===== config.mk =====
export PLATFORM = sky130hd
export DESIGN_NAME = dsp_serial_port
export DESIGN_NICKNAME = d
export VERILOG_FILES = /design/src/rtl/dsp_pkg.sv /design/src/rtl/dsp_serial_port.sv
export SDC_FILE = /design/constraint.sdc
export NUM_CORES = 1
export LEC_CHECK = 0
export BUFFER_PORTS_ARGS = -buffer_cell sky130_fd_sc_hd__buf_2
export CAP_MARGIN = 20
export CELL_PAD_IN_SITES_DETAIL_PLACEMENT = 0
export CELL_PAD_IN_SITES_GLOBAL_PLACEMENT = 2
export CORE_MARGIN = 8
export CORE_UTILIZATION = 39
export CTS_BUF_LIST = sky130_fd_sc_hd__clkbuf_16
export DETAILED_ROUTE_END_ITERATION = 8
export PLACE_DENSITY = 0.92
export SLEW_MARGIN = 20
export SYNTH_ARGS = -nofsm -noshare
export SYNTH_HDL_FRONTEND = slang
export SYNTH_SLANG_ARGS = --single-unit

===== constraint.sdc =====
create_clock -name clk -period 3.4 [get_ports clk]
set_input_delay 0.51 -clock clk [delete_from_list [all_inputs] [get_ports clk]]
set_output_delay 0.51 -clock clk [all_outputs]
set_load 0.02 [all_outputs]

===== src/rtl/dsp_pkg.sv =====
// shared constants and carrier types of the display serial host port
`default_nettype none
package dsp_pkg;
    // bits in one serial byte, shifted most significant first
    localparam logic [3:0] DSP_BITS_PER_BYTE = 4'h8;
    // reset values of the synchronised pins (idle, deselected)
    localparam logic DSP_CSN_RST = 1'h1;
    localparam logic DSP_CS_RST = 1'h0;
    localparam logic DSP_RSTN_PIN_RST = 1'h1;
    // least low time of the panel reset pin, and its cycle count
    localparam int DSP_CLK_PERIOD_NS = 20;
    localparam int DSP_RESET_MIN_NS = 20000;
    localparam int DSP_RESET_MIN_CYC =
        (DSP_RESET_MIN_NS + DSP_CLK_PERIOD_NS - 1) / DSP_CLK_PERIOD_NS;
    localparam int DSP_RCNT_W = 11;
    localparam logic [DSP_RCNT_W-1:0] DSP_RESET_MIN_CNT =
        DSP_RCNT_W'(DSP_RESET_MIN_CYC);

    // pins coming from the host, all asynchronous to clk
    typedef struct packed {
        logic chip_select_active_low;
        logic chip_select_active_high;
        logic data_cmd_sel;
        logic data_line_zero;   // serial clock
        logic data_line_one;    // serial data in
        logic panel_reset_n;
    } dsp_pins_s;

    localparam dsp_pins_s DSP_PINS_RST = '{
        chip_select_active_low: DSP_CSN_RST,
        chip_select_active_high: DSP_CS_RST,
        data_cmd_sel: 1'h0,
        data_line_zero: 1'h0,
        data_line_one: 1'h0,
        panel_reset_n: DSP_RSTN_PIN_RST};

    // one received byte with its command or data class
    typedef struct packed {
        logic is_data;
        logic [7:0] value;
    } dsp_byte_s;
endpackage : dsp_pkg
`default_nettype wire


===== src/rtl/dsp_serial_port.sv =====
// serial control port of the display driver: pins in, bytes and busy out
`default_nettype none
module dsp_serial_port
    import dsp_pkg::*;
(
    // clock, reset, enable
    input wire logic clk,
    input wire logic rst_n,
    input wire logic ce,
    // host pins
    input wire dsp_pins_s pins,
    // panel driver side
    input wire logic waveform_active,
    output logic busy,
    // received bytes
    output dsp_byte_s rx_byte,
    output logic rx_valid,
    // initialisation control
    output logic init_start,
    output logic reset_short
);
    // two-stage synchroniser plus one history stage for edge finding
    dsp_pins_s pins_q1_r;
    dsp_pins_s pins_q2_r;
    dsp_pins_s pins_q3_r;
    logic [7:0] shift_r;
    logic [7:0] shift_nxt;
    logic [3:0] bit_cnt_r;
    logic [3:0] bit_cnt_nxt;
    dsp_byte_s rx_byte_nxt;
    logic rx_valid_nxt;
    logic busy_r;
    logic init_start_r;
    logic reset_short_r;
    logic [DSP_RCNT_W-1:0] rlow_cnt_r;

    // decoded pin conditions, read only from the second stage onward
    wire logic sel;
    wire logic sclk_rise;
    wire logic last_bit;
    wire logic rst_fall;
    wire logic rst_rise;
    assign sel = !pins_q2_r.chip_select_active_low
               && pins_q2_r.chip_select_active_high;
    assign sclk_rise = sel && pins_q2_r.data_line_zero
                     && !pins_q3_r.data_line_zero;
    assign last_bit = (bit_cnt_r == DSP_BITS_PER_BYTE - 4'h1);
    assign rst_fall = !pins_q2_r.panel_reset_n && pins_q3_r.panel_reset_n;
    assign rst_rise = pins_q2_r.panel_reset_n && !pins_q3_r.panel_reset_n;

    // pin synchroniser; q1 feeds q2 only
    always_ff @(posedge clk) begin
        if (!rst_n) begin
            pins_q1_r <= DSP_PINS_RST;
            pins_q2_r <= DSP_PINS_RST;
            pins_q3_r <= DSP_PINS_RST;
        end else if (ce) begin
            pins_q1_r <= pins;
            pins_q2_r <= pins_q1_r;
            pins_q3_r <= pins_q2_r;
        end
    end

    // shifter: msb arrives first, so each bit enters at the bottom
    always_comb begin
        shift_nxt = shift_r;
        bit_cnt_nxt = bit_cnt_r;
        rx_byte_nxt = rx_byte;
        rx_valid_nxt = 1'h0;
        if (!sel || !pins_q2_r.panel_reset_n) begin
            // deselect or panel reset drops a partial byte
            bit_cnt_nxt = 4'h0;
        end else if (sclk_rise) begin
            shift_nxt = {shift_r[6:0], pins_q2_r.data_line_one};
            if (last_bit) begin
                bit_cnt_nxt = 4'h0;
                rx_valid_nxt = 1'h1;
                rx_byte_nxt.value = {shift_r[6:0], pins_q2_r.data_line_one};
                // class is taken with the final bit of the byte
                rx_byte_nxt.is_data = pins_q2_r.data_cmd_sel;
            end else begin
                bit_cnt_nxt = bit_cnt_r + 4'h1;
            end
        end
    end

    // byte registers
    always_ff @(posedge clk) begin
        if (!rst_n) begin
            shift_r <= 8'h00;
            bit_cnt_r <= 4'h0;
            rx_byte <= '0;
            rx_valid <= 1'h0;
        end else if (ce) begin
            shift_r <= shift_nxt;
            bit_cnt_r <= bit_cnt_nxt;
            rx_byte <= rx_byte_nxt;
            rx_valid <= rx_valid_nxt;
        end
    end

    // reset pin: start init on the fall, flag a pulse shorter than minimum
    // the width check only reports; init has already begun on the fall
    always_ff @(posedge clk) begin
        if (!rst_n) begin
            init_start_r <= 1'h0;
            reset_short_r <= 1'h0;
            rlow_cnt_r <= '0;
        end else if (ce) begin
            init_start_r <= rst_fall;
            reset_short_r <= rst_rise
                          && (rlow_cnt_r < DSP_RESET_MIN_CNT);
            if (pins_q2_r.panel_reset_n) begin
                rlow_cnt_r <= '0;
            end else if (rlow_cnt_r != DSP_RESET_MIN_CNT) begin
                rlow_cnt_r <= rlow_cnt_r + DSP_RCNT_W'(1);
            end
        end
    end

    // busy follows the panel waveform, registered for a clean pin
    always_ff @(posedge clk) begin
        if (!rst_n) begin
            busy_r <= 1'h0;
        end else if (ce) begin
            busy_r <= waveform_active;
        end
    end

    assign busy = busy_r;
    assign init_start = init_start_r;
    assign reset_short = reset_short_r;

    // checks
    property p_dc_class;
        @(posedge clk) disable iff (!rst_n)
        (rx_valid && $past(ce))
            |-> rx_byte.is_data == $past(pins_q2_r.data_cmd_sel);
    endproperty
    a_dc_class: assert property (p_dc_class)
        else $error("byte class differs from select line");

    property p_desel_clear;
        @(posedge clk) disable iff (!rst_n)
        (ce && !sel) |=> bit_cnt_r == 4'h0;
    endproperty
    a_desel_clear: assert property (p_desel_clear)
        else $error("bit count kept while deselected");

    property p_byte_needs_sel;
        @(posedge clk) disable iff (!rst_n)
        (rx_valid && $past(ce)) |-> $past(sel) && $past(last_bit);
    endproperty
    a_byte_needs_sel: assert property (p_byte_needs_sel)
        else $error("byte delivered without selection");

    property p_byte_value;
        @(posedge clk) disable iff (!rst_n)
        (rx_valid && $past(ce)) |-> rx_byte.value
            == {$past(shift_r[6:0]), $past(pins_q2_r.data_line_one)};
    endproperty
    a_byte_value: assert property (p_byte_value)
        else $error("byte value not taken from data line one");

    property p_init_start;
        @(posedge clk) disable iff (!rst_n)
        (ce && rst_fall) |=> init_start;
    endproperty
    a_init_start: assert property (p_init_start)
        else $error("init not started on reset fall");

    property p_init_cause;
        @(posedge clk) disable iff (!rst_n)
        (init_start && $past(ce)) |-> $past(rst_fall);
    endproperty
    a_init_cause: assert property (p_init_cause)
        else $error("init started without reset fall");

    property p_busy_follow;
        @(posedge clk) disable iff (!rst_n)
        (ce && !waveform_active) ##1 (ce && !waveform_active) |=> !busy;
    endproperty
    a_busy_follow: assert property (p_busy_follow)
        else $error("busy high without waveform");

    property p_busy_high;
        @(posedge clk) disable iff (!rst_n)
        (ce && waveform_active) |=> busy;
    endproperty
    a_busy_high: assert property (p_busy_high)
        else $error("busy low during waveform");

    // a short-pulse report only ever follows a seen release of the pin
    property p_short_cause;
        @(posedge clk) disable iff (!rst_n)
        (reset_short && $past(ce)) |-> $past(rst_rise);
    endproperty
    a_short_cause: assert property (p_short_cause)
        else $error("short reset reported without pin release");

    // a frozen port must not move its outputs while the enable is low
    property p_ce_freeze;
        @(posedge clk) disable iff (!rst_n)
        !ce |=> $stable(rx_byte) && $stable(rx_valid) && $stable(busy);
    endproperty
    a_ce_freeze: assert property (p_ce_freeze)
        else $error("outputs moved while clock enable low");

    c_data_byte: cover property (@(posedge clk) rx_valid && rx_byte.is_data);
    c_cmd_byte: cover property (@(posedge clk) rx_valid && !rx_byte.is_data);
    c_init: cover property (@(posedge clk) init_start);
    c_short: cover property (@(posedge clk) reset_short);
    // a partial byte dropped by deselection
    c_partial: cover property (@(posedge clk) bit_cnt_r != 4'h0 && !sel);
endmodule // dsp_serial_port
`default_nettype wire


# ---- Word level (Yosys, flattened, before mapping)
# Index checks and enable logic that the tools add are counted.
dict set report word_totals {
  output_inout_bits 13
  word_cells 55
  inputBits 10
  register_bits 49
}
dict set report op_classes {
  bitwise_logic 1
  eq_ne 2
  magnitude_cmp 1
  n_mux 8
  add_sub_neg 2
  reduce_logical 18
}
# op n
set op_table {}
lappend op_table {{$mux W11} 2}
lappend op_table {{$mux W4} 3}
lappend op_table {{$add A11 B1 Y11 const B} 1}
lappend op_table {{$lt A11 B10 Y1 const B} 1}
lappend op_table {{$ne A11 B10 Y1 const B} 1}
lappend op_table {{$logic_and A1 B1 Y1} 6}
lappend op_table {{$logic_not A1 Y1} 5}
lappend op_table {{$add A4 B1 Y4 const B} 1}
lappend op_table {{$eq A4 B3 Y1 const B} 1}
lappend op_table {{$reduce_and A2 Y1} 2}
lappend op_table {{$reduce_and A4 Y1} 1}
lappend op_table {{$reduce_bool A2 Y1} 2}
lappend op_table {{$mux W1} 3}
lappend op_table {{$reduce_and A3 Y1} 1}
lappend op_table {{$logic_or A1 B1 Y1} 1}
lappend op_table {{$not A1 Y1} 1}

# ---- Depth between registers and ports, before layout
# Gate-level depths: netlist of run 1.
dict set report logic_depth {
  ltp_word 6
  ltp_mapped 7
}

# ---- Worst setup path after synthesis of run 1
# Ideal clock, no wire load.
dict set report synth_path {
  kind {register -> register}
  start {register rlow_cnt_r[1]}
  end {register rlow_cnt_r[6]}
  stages_incl_launch_ff 6
  arrival_time_ns 1.420
  slack_ns 1.914
  synth_period_minus_slack_ns 1.486
  setup_ns 0.066
  n_path_buf 0
  path_cell_list {dfxtp_1 -> ha_1 -> nand3_1 -> or4_1 -> a21o_1 -> a21oi_2}
}
dict set report synth_via {
  elab_chain_len 3
  word_cells_on_any_way 6
}
# element line
set synth_lines {}
lappend synth_lines {{from (decl)} dsp_serial_port.sv:35} ;# logic [DSP_RCNT_W-1:0] rlow_cnt_r;
lappend synth_lines {{from (signal assigned)} dsp_serial_port.sv:116} ;# rlow_cnt_r <= rlow_cnt_r + DSP_RCNT_W'(1);
lappend synth_lines {{$add A11 B1 Y11 or $ne A11 B10 Y1 (tied branches)} {dsp_serial_port.sv:116, dsp_serial_port.sv:115}}
lappend synth_lines {{$mux W11 or $reduce_bool A2 Y1 (tied branches)} --}
lappend synth_lines {{$mux W11 or $reduce_and A2 Y1 (tied branches)} --}
# Several ways; a longest one is shown, not always the timed one. The select of a mux whose other input is x is not followed.
# A chain may end at the register's enable or synchronous reset.

# ---- Worst setup path after layout of run 1
dict set report layout_path {
  start {register pins_q2_r[0] (netlist name)}
  end {register rlow_cnt_r[3]}
}
dict set report layout_via {
  elab_chain_len 2
  word_cells_on_any_way 3
}
# element line
set layout_lines {}
lappend layout_lines {{from (decl)} dsp_serial_port.sv:24} ;# dsp_pins_s pins_q2_r;
lappend layout_lines {{from (signal assigned)} dsp_serial_port.sv:59} ;# pins_q2_r <= pins_q1_r;
lappend layout_lines {{$reduce_bool A2 Y1 (no source line)} --}
lappend layout_lines {{$reduce_and A2 Y1 (no source line)} --}
# Several ways; a longest one is shown, not always the timed one.

==> results, run 1 <==
- The run finished with clean final reports.
- The post-synthesis sequential area ratio is 0.4596.
- After synthesis, the largest family of logic cells by area is simple AND/OR/NAND/NOR gates.
- The vias per cell is around 5.1.
- The fraction of the mapped netlist area in compound gates was 0.1120.
- The proportion of power drawn by the clock network is 0.423.
- The mapped netlist covers 0.002135 sq mm.
- The width of the die is 89.98 um.
- The via count of the first global-routing pass is roughly 1500.
- TritonCTS built the clock tree.
- The total number of nets in the final design is roughly 260.
- Entering global routing, the biggest net connects 34 pins.
- The number of max-slew violations in the final report is 0.
- In this run the worst path has a maximum fanout of 18.
- The number of enable-type register cells in the synthesized netlist is 0.
- Counting flops and latches in the post-synthesis netlist gives 49.
- The H-tree generated during clock tree synthesis spans 2 levels.
- The count of vias placed by the detailed router is 1602.
- Dividing the synthesized area by the synthesized cell count gives approximately 9.6 sq um.
- Once detail routing completed, the nets flagged for antenna violations numbered 0.
- In the synthesized netlist the dominant register cell turns out to be sky130_fd_sc_hd__dfxtp_1.
- The worst clock skew is just under 0.005 ns.
- The post-detailed-routing wire length is ~4400 um.
- Of the total power, the share spent switching nets is 0.2173.
- The element type at the critical path start is a flip-flop.
- The count of synthesis-stage warnings from yosys is 0.
- The portion of synthesized area spent on multiplexers is 0.1501.
- Dividing the detail-routed wire length by the instance count gives ~14 um.
- The height of the chip is about 90 um.
- The number of DRC violations after detailed-routing iteration 0 is around 140.
- After floorplanning, the core was divided into 27 placement rows.
- Detailed placement finished with a half-perimeter wire length of roughly 3000 um.
- The required time at the endpoint of the critical path is between 3 and 4 ns.
- The first global-routing pass estimated around 7600 um of wire.
- The most common cell after layout, fill and taps aside is sky130_fd_sc_hd__dfxtp_1.
- Across all setup checks in the final design, the least slack found is ~1.5 ns.
- The simple-gate portion of the synthesized area is 0.2145.
- The clock-pin transition on the worst setup and hold timing paths is roughly 0.06 ns.
- The routed design could run at a clock period as short as 1.908 ns.
- The total buffers and inverters traversed by the critical path is 1.
- The power density relative to cell area is around 460 mW/mm^2.
- The cell count after synthesis came out at around 220.
- CTS placed an instance of sky130_fd_sc_hd__clkbuf_16 at the clock tree root.
- In the global route stage, overall resource usage came out at 0.1118.
- The area of the core region is between 0.005 and 0.006 sq mm.
- The post-route fraction of the period consumed by the critical path is 0.5610.
- Across the run, the number of max-cap violations was 0.
- The distinct cell type count after synthesis is 43.
- The source-to-sink clock delay at the later pin of the worst-skew pair is 0.28 ns.
- The share of flip-flops with an asynchronous set or reset after synthesis is 0.
- The path type of the worst min-delay path is input port to flip-flop.
- The part of the total power dissipated in combinational logic is 0.049.
- Timing analysis after detailed placement gives a worst setup slack of about 1.4 ns.
- Buffers inserted to repair hold after CTS numbered 0.
- The maximum single-stage delay on the critical path is about 0.57 ns.
- The number of optimization iterations in the first detailed-route pass is 4.
- The share of total power dissipated in sequential elements is 0.528.
- The number of hold violations in the final report is 0.
- The number of antenna diodes in the final layout is 0.
- Setup repair after global routing left no endpoint under its margin.
- The internal portion of the total power is between 0.8 and 0.9 mW.
- For the pin with the worst max-slew slack, the measured transition is around 0.62 ns.
- The number of buffers inserted to repair setup after CTS is 0.
- The net count after synthesis is 235.
- The tree built by TritonCTS fans out to just under 50 sinks.
- Summing all placed instances gives a cell area of 0.002300 sq mm.
- The endpoint kind of the worst setup timing path is a flip-flop.
- The layout-stage area growth over the synthesis result is 14.13%.
- The number of buffers on the longest clock path is 2.
- Adding up every negative setup slack in the final design gives 0 ns.
- The largest delay contributor family on the critical path is compound AO/OA/AOI/OAI gates.
- The number of endpoints failing setup at the final stage is 0.
- The final routed DRC violation total is 0.
- The data arrival time of the worst path is between 2 and 2.5 ns.
- Across all hold checks on the routed design, the worst slack comes to about 0.44 ns.
- The share of final-layout standard cells stronger than drive strength 1 is 0.1728.
- The headroom to the max-slew limit is 0.5865.
- In the layout the commonest cells are 49 x sky130_fd_sc_hd__dfxtp_1, 34 x sky130_fd_sc_hd__nor2_1, 32 x sky130_fd_sc_hd__mux2i_1, 22 x sky130_fd_sc_hd__buf_2, 12 x sky130_fd_sc_hd__nand2_1.
- The TritonCTS buffer count is 5.
- Post-CTS repair changed the size of 0 cells.
- The total of buffers placed on input and output ports is 22.
- For this configuration, the core starts out at a cell density of 0.3949.
- Routability-driven placement finished with a final weighted congestion of approximately 0.79.
- For this design the top-level I/O count stands at 23.
- Summed over all cells, the static leakage comes to roughly 0.93 nW.
- The critical path goes through buf_4 -> nand4bb_1 -> o41a_1 -> nor2b_4 -> a32o_1.
- Of the total synthesized cell area, the portion taken by full adders, half adders and majority gates is 0.01758.
- The slowest cell on the critical path is sky130_fd_sc_hd__o41a_1.
- The kind of critical path is flip-flop to flip-flop.
- The analysis attributes to net switching a power of roughly 0.24 mW.
- The floorplan die area is roughly 0.0081 sq mm.
- After global routing the overflow that remains totals 0.
- IR analysis of the VDD net gives a maximum drop of between 0.2 and 0.3 mV.
- The number of antenna violations at the first check in global routing is 0.
- Of the total synthesized cell area, the portion taken by XOR and XNOR cells is 0.
- The post-route cell area is 0.002436 sq mm.
- The maximum clock frequency is around 520 MHz.
==> state kept, by name (all words and copies together), names as in the netlist <==
| signal | flops |
|---|---|
| bit_cnt_r | 4 |
| busy | 1 |
| init_start | 1 |
| pins_q1_r | 6 |
| pins_q2_r | 6 |
| pins_q3_r | 2 |
| reset_short | 1 |
| rlow_cnt_r | 11 |
| rx_byte | 9 |
| rx_valid | 1 |
| shift_r | 7 |
==> area by class of cell <==
| cell class | count | area [sq um] |
|---|---|---|
| fill | 541 | 2969 |
| multi-input combinational | 153 | 1055 |
| sequential | 49 | 980.9 |
| timing repair buffer | 27 | 147.6 |
| clock buffer | 5 | 125.1 |
| tap | 72 | 90.09 |
| inverter | 7 | 26.28 |
| clock inverter | 2 | 11.26 |
==> power groups by stage <==
stage	logic, mW	clock network (mW)	registers, mW
floorplan	0.0410	0	0.600
global placement	0.0550	0	0.600
detailed placement	0.0557	0	0.600
CTS	0.0556	0.480	0.587
global route	0.0620	0.502	0.587
finish	0.0548	0.469	0.587
==> tightest hold or removal path: cells and delay by family <==
kind | cells | cell delay, ns
and+or+nand+nor | 1 | 0.06
buffers and inverters | 1 | 0.08
muxes | 1 | 0.06
==> Yosys cell counts (2+ instances only) <==
cell / count / area (sq um)
sky130_fd_sc_hd__a21oi_1: 6 / 30.03
sky130_fd_sc_hd__a32o_1: 5 / 50.05
sky130_fd_sc_hd__buf_1: 2 / 7.510
sky130_fd_sc_hd__buf_2: 4 / 20.02
sky130_fd_sc_hd__buf_4: 3 / 22.52
sky130_fd_sc_hd__clkbuf_1: 3 / 11.26
sky130_fd_sc_hd__dfxtp_1: 49 / 980.9
sky130_fd_sc_hd__ha_1: 3 / 37.54
sky130_fd_sc_hd__inv_1: 7 / 26.28
sky130_fd_sc_hd__mux2i_1: 32 / 320.3
sky130_fd_sc_hd__nand2_1: 12 / 45.04
sky130_fd_sc_hd__nand2b_1: 5 / 31.28
sky130_fd_sc_hd__nand3_1: 4 / 20.02
sky130_fd_sc_hd__nand3b_1: 7 / 52.55
sky130_fd_sc_hd__nand4_1: 3 / 18.77
sky130_fd_sc_hd__nor2_1: 34 / 127.6
sky130_fd_sc_hd__nor3_1: 6 / 30.03
sky130_fd_sc_hd__nor3b_1: 2 / 15.01
sky130_fd_sc_hd__nor4_1: 2 / 12.51
sky130_fd_sc_hd__o21ai_0: 5 / 25.02
sky130_fd_sc_hd__o21ai_2: 4 / 35.03
sky130_fd_sc_hd__o221ai_1: 2 / 17.52
sky130_fd_sc_hd__or4_1: 2 / 15.01
==> stage by stage <==
stage	util	power [mW]	cells
after floorplan	-	0.6407	222
after global placement	0.4255	0.6548	308
after detailed placement	0.4255	0.6554	308
after CTS	0.4507	1.122	315
after global routing	0.4507	1.152	315
final	0.4507	1.111	315
==> metal layers <==
| layer | wire [um] | GRT usage | vias up |
|---|---|---|---|
| li1 | - | - | 833 |
| met1 | 2193 | 0.1462 | 742 |
| met2 | 1932 | 0.1675 | 22 |
| met3 | 187 | 0.03658 | 5 |
| met4 | 50 | 0.03883 | 0 |
| met5 | 0 | 0 | - |
==> path summary, 6_finish.rpt <==
path	start	endpoint	slack, ns	cells past startpoint
worst max-delay path	pins_q2_r[0]	rlow_cnt_r[3]	1.49	5
worst min-delay path	pins[5]	pins_q1_r[5]	0.44	3
worst max register to register	pins_q2_r[0]	rlow_cnt_r[3]	1.49	5
worst min register to register	reset_short	reset_short	0.47	2
==> kinds of logic after synthesis <==
kind of cell / count (synthesis)
adders and majority gates: 3
AOI/OAI and AO/OA: 32
DFF: 49
buffers and inverters: 20
and+or+nand+nor: 86
muxes: 32
Note: power is estimated with default switching activity, not from simulation.
==> run 2: changes to the inputs <==
Settings changed: CORE_UTILIZATION 39 to 33, PLACE_DENSITY 0.92 to 0.84.
Clock period 3.4 ns to 1.6 ns, I/O delays scaled along.
==> run 2 against run 1 <==
  * The run now ends with negative setup slack left
  * Via count grew 7.4%
  * Combinational power grew to 2.5 times the previous value
  * Worst setup slack got worse by 1.5 ns
  * Critical path type unchanged
  * Largest cell class unchanged
==> results, run 2 (synthesis results as in run 1) <==
- The number of endpoints failing setup at the final stage was 11 (was 0).
- The maximum single-stage delay on the critical path is 0.49 ns (was 0.57 ns).
- The vias per cell is 4.957 (was 5.086).
- Cells along the critical path: inv_2 -> ha_4 -> nand4bb_1 -> o41a_1 -> nor2b_4 -> a32o_1 (was buf_4 -> nand4bb_1 -> o41a_1 -> nor2b_4 -> a32o_1).
- The height of the chip is 96.43 um (was 89.98 um).
- The number of antenna violations at the first check in global routing is 0 (unchanged).
- The total number of clock tree sinks is 49 (unchanged).
- The area of the core region is 0.006314 sq mm (was 0.005405 sq mm).
- The number of rows created at floorplan is 29 (was 27).
- The maximum number of pins on one net before global-route repair is 19 (was 34).
- The share of final-layout standard cells stronger than drive strength 1 is 0.3000 (was 0.1728).
- Top library cells by usage in the layout, fill and taps aside: 46 x sky130_fd_sc_hd__dfxtp_1, 34 x sky130_fd_sc_hd__nor2_1, 32 x sky130_fd_sc_hd__mux2i_1, 28 x sky130_fd_sc_hd__buf_4, 22 x sky130_fd_sc_hd__buf_2 (was 49 x sky130_fd_sc_hd__dfxtp_1, 34 x sky130_fd_sc_hd__nor2_1, 32 x sky130_fd_sc_hd__mux2i_1, 22 x sky130_fd_sc_hd__buf_2, 12 x sky130_fd_sc_hd__nand2_1).
- The detailed placer's ending HPWL is 3283 um (was 2991 um).
- The worst clock skew is 0.004379 ns (was 0.004900 ns).
- The count of max-cap constraint violations came to 0 (unchanged).
- The data arrival time of the worst path is 1.82 ns (was 2.08 ns).
- The number of hold violations in the final report is 0 (unchanged).
- The final routed DRC violation total is 0 (unchanged).
- The critical path depth in cells is 6 (was 5).
- The layout-stage area growth over the synthesis result is 27.37% (was 14.13%).
- The number of antenna-violating nets in the routed design is 0 (unchanged).
- The maximum clock frequency is 608.0 MHz (was 524.2 MHz).
- The total of buffers placed on input and output ports came to 22 (unchanged).
- The worst-case reg-to-reg path depth is 6 (was 5).
- The endpoint kind of the worst setup timing path is a flip-flop (unchanged).
- The routed wirelength normalized by instance count is 13.35 um (was 13.85 um).
- The number of DRC violations after detailed-routing iteration 0 is 121 (was 135).
- The hold path depth is 3 (unchanged).
- The clock period minus final worst setup slack is 1.645 ns (was 1.908 ns).
- The clock-pin transition on the worst setup and hold timing paths is 0.07 ns (was 0.06 ns).
- The total number of nets in the final design was 282 (was 256).
- The via count of the first global-routing pass is 1627 (was 1535).
- The number of buffers on the longest clock path is 2 (unchanged).
- The largest fanout on the critical path was 6 (was 18).
- The TritonCTS buffer count is 5 (unchanged).
- The post-placement worst setup slack is 0.04241 ns (was 1.434 ns).
- The post-route fraction of the period consumed by the critical path was 1.028 (was 0.5610).
- Largest registers: rlow_cnt_r (11), rx_byte (9), shift_r (7) (unchanged).
- The count of vias placed by the detailed router is 1720 (was 1602).
- The overall track demand over capacity in global routing is 0.1031 (was 0.1118).
- The worst hold slack across all endpoints is 0.1693 ns (was 0.4442 ns).
- The transition time at the pin with the least slew margin is 0.4907 ns (was 0.6203 ns).
- The maximum resistive drop on vdd was 0.6259 mV (was 0.2679 mV).
- The final setup slack of the worst path came to -0.04464 ns (was 1.492 ns).
- The path type of the worst min-delay path is input port to flip-flop (unchanged).
- The leakage power summed over all cells is 1.085 nW (was 0.9276 nW).
- The headroom to the max-slew limit is 0.6698 (was 0.5865).
- The largest delay contributor family on the critical path is compound AO/OA/AOI/OAI gates (unchanged).
- The power density relative to cell area came to 906.6 mW/mm^2 (was 456.1 mW/mm^2).
- The routability congestion estimate is 0.7966 (was 0.7856).
- Outcome: finished with violations (was complete, no violations).
- The total number of H-tree levels came to 2 (unchanged).
- The largest register by flop count is rlow_cnt_r (unchanged).
- The width of the die is 96.43 um (was 89.98 um).
- The clock root buffer is sky130_fd_sc_hd__clkbuf_16 (unchanged).
- The slowest cell on the critical path is sky130_fd_sc_hd__o41a_1 (unchanged).
- The post-route cell area is 0.002719 sq mm (was 0.002436 sq mm).
- The initial standard-cell utilization of the core is 0.3381 (was 0.3949).
- The kind of critical path is flip-flop to flip-flop (unchanged).
- The overall power after layout is 2.465 mW (was 1.111 mW).
- The total buffers and inverters traversed by the critical path is 1 (unchanged).
- The required time at the endpoint of the critical path is 1.77 ns (was 3.58 ns).
- The global-route wire length before repair is 7679 um (was 7631 um).
- The CTS tree is done (unchanged).
- The cell area after placement is 0.002486 sq mm (was 0.002300 sq mm).
- The floorplan die area was 0.009298 sq mm (was 0.008096 sq mm).
- The boundary pin count was 23 (unchanged).
- The number of antenna repair diodes is 0 (unchanged).
- The element type at the critical path start is a flip-flop (unchanged).
- The source-to-sink clock delay at the later pin of the worst-skew pair is 0.28 ns (about the same).
- Unrepaired setup endpoints after global routing: yes (was no).
- The sum of overflow across all layers after global routing is 0 (unchanged).
- The checks that failed: negative setup slack.
- The post-detailed-routing wire length was 4634 um (was 4363 um).
- The number of max-slew violations in the final report is 0 (unchanged).
- The number of optimization iterations in the first detailed-route pass was 4 (unchanged).
- The most common cell after layout, fill and taps aside is sky130_fd_sc_hd__dfxtp_1 (unchanged).
- The number of flip-flops under the largest register name is 11 (unchanged).
## run 2: cell types whose count changed in the layout (fill, tap and decap cells not counted), sizes merged
cell and change:
buf +26, inv +3, clkinv -1, clkinvlp -1
## run 2: worst min-delay path: stages
cell	delay (ns)
sky130_fd_sc_hd__buf_2	0.07
sky130_fd_sc_hd__mux2i_1	0.05
sky130_fd_sc_hd__nand2_1	0.05
## run 2: area by class of cell
cell class                 count  area, sq um
sequential                    49        984.7
multi-input combinational    153         1104
clock inverter                 3        28.78
timing repair buffer          53        354.1
inverter                       7        26.28
tap                           77        96.34
fill                         644         3595
clock buffer                   5        125.1
## run 2: routing by layer
metal / vias to the layer above / global-route usage / part of all wire
met1: 807 / 0.1382 / 0.50
met5: - / 0 / 0
met4: 0 / 0.03783 / 0.013
li1: 885 / - / -
met2: 23 / 0.1589 / 0.45
met3: 5 / 0.02241 / 0.030
## run 2: report_power, final
| part | internal (mW) | total, mW | switching, mW |
|---|---|---|---|
| clock | 0.602 | 1.08 | 0.478 |
| sequential | 1.24 | 1.25 | 0.0100 |
| combinational | 0.0626 | 0.139 | 0.0764 |
## run 2: path summary, 6_finish.rpt
kind,from,endpoint,slack (ns)
max reg2reg,rlow_cnt_r[0],rlow_cnt_r[4],-0.04
max,rlow_cnt_r[0],rlow_cnt_r[4],-0.04
min,pins[5],pins_q1_r[5],0.17
min reg2reg,init_start,init_start,0.47
## run 2: per-stage QoR
| step | std cells | utilization | TNS, ns |
|---|---|---|---|
| 2_1_floorplan | 222 | - | 0 |
| 3_3_place_gp | 337 | 0.3938 | 0 |
| 3_5_place_dp | 337 | 0.3938 | 0 |
| 4_1_cts | 345 | 0.4182 | 0 |
| 5_1_grt | 347 | 0.4306 | -0.7985 |
| 6_report | 347 | 0.4306 | -0.2193 |
## run 2: timing repair
| action | 4_1_cts | 5_1_grt |
|---|---|---|
| hold buffers | 0 | 0 |
| setup endpoints to repair | 0 | 18 |
| resized for setup | 0 | 21 |
| setup buffers | 0 | 1 |
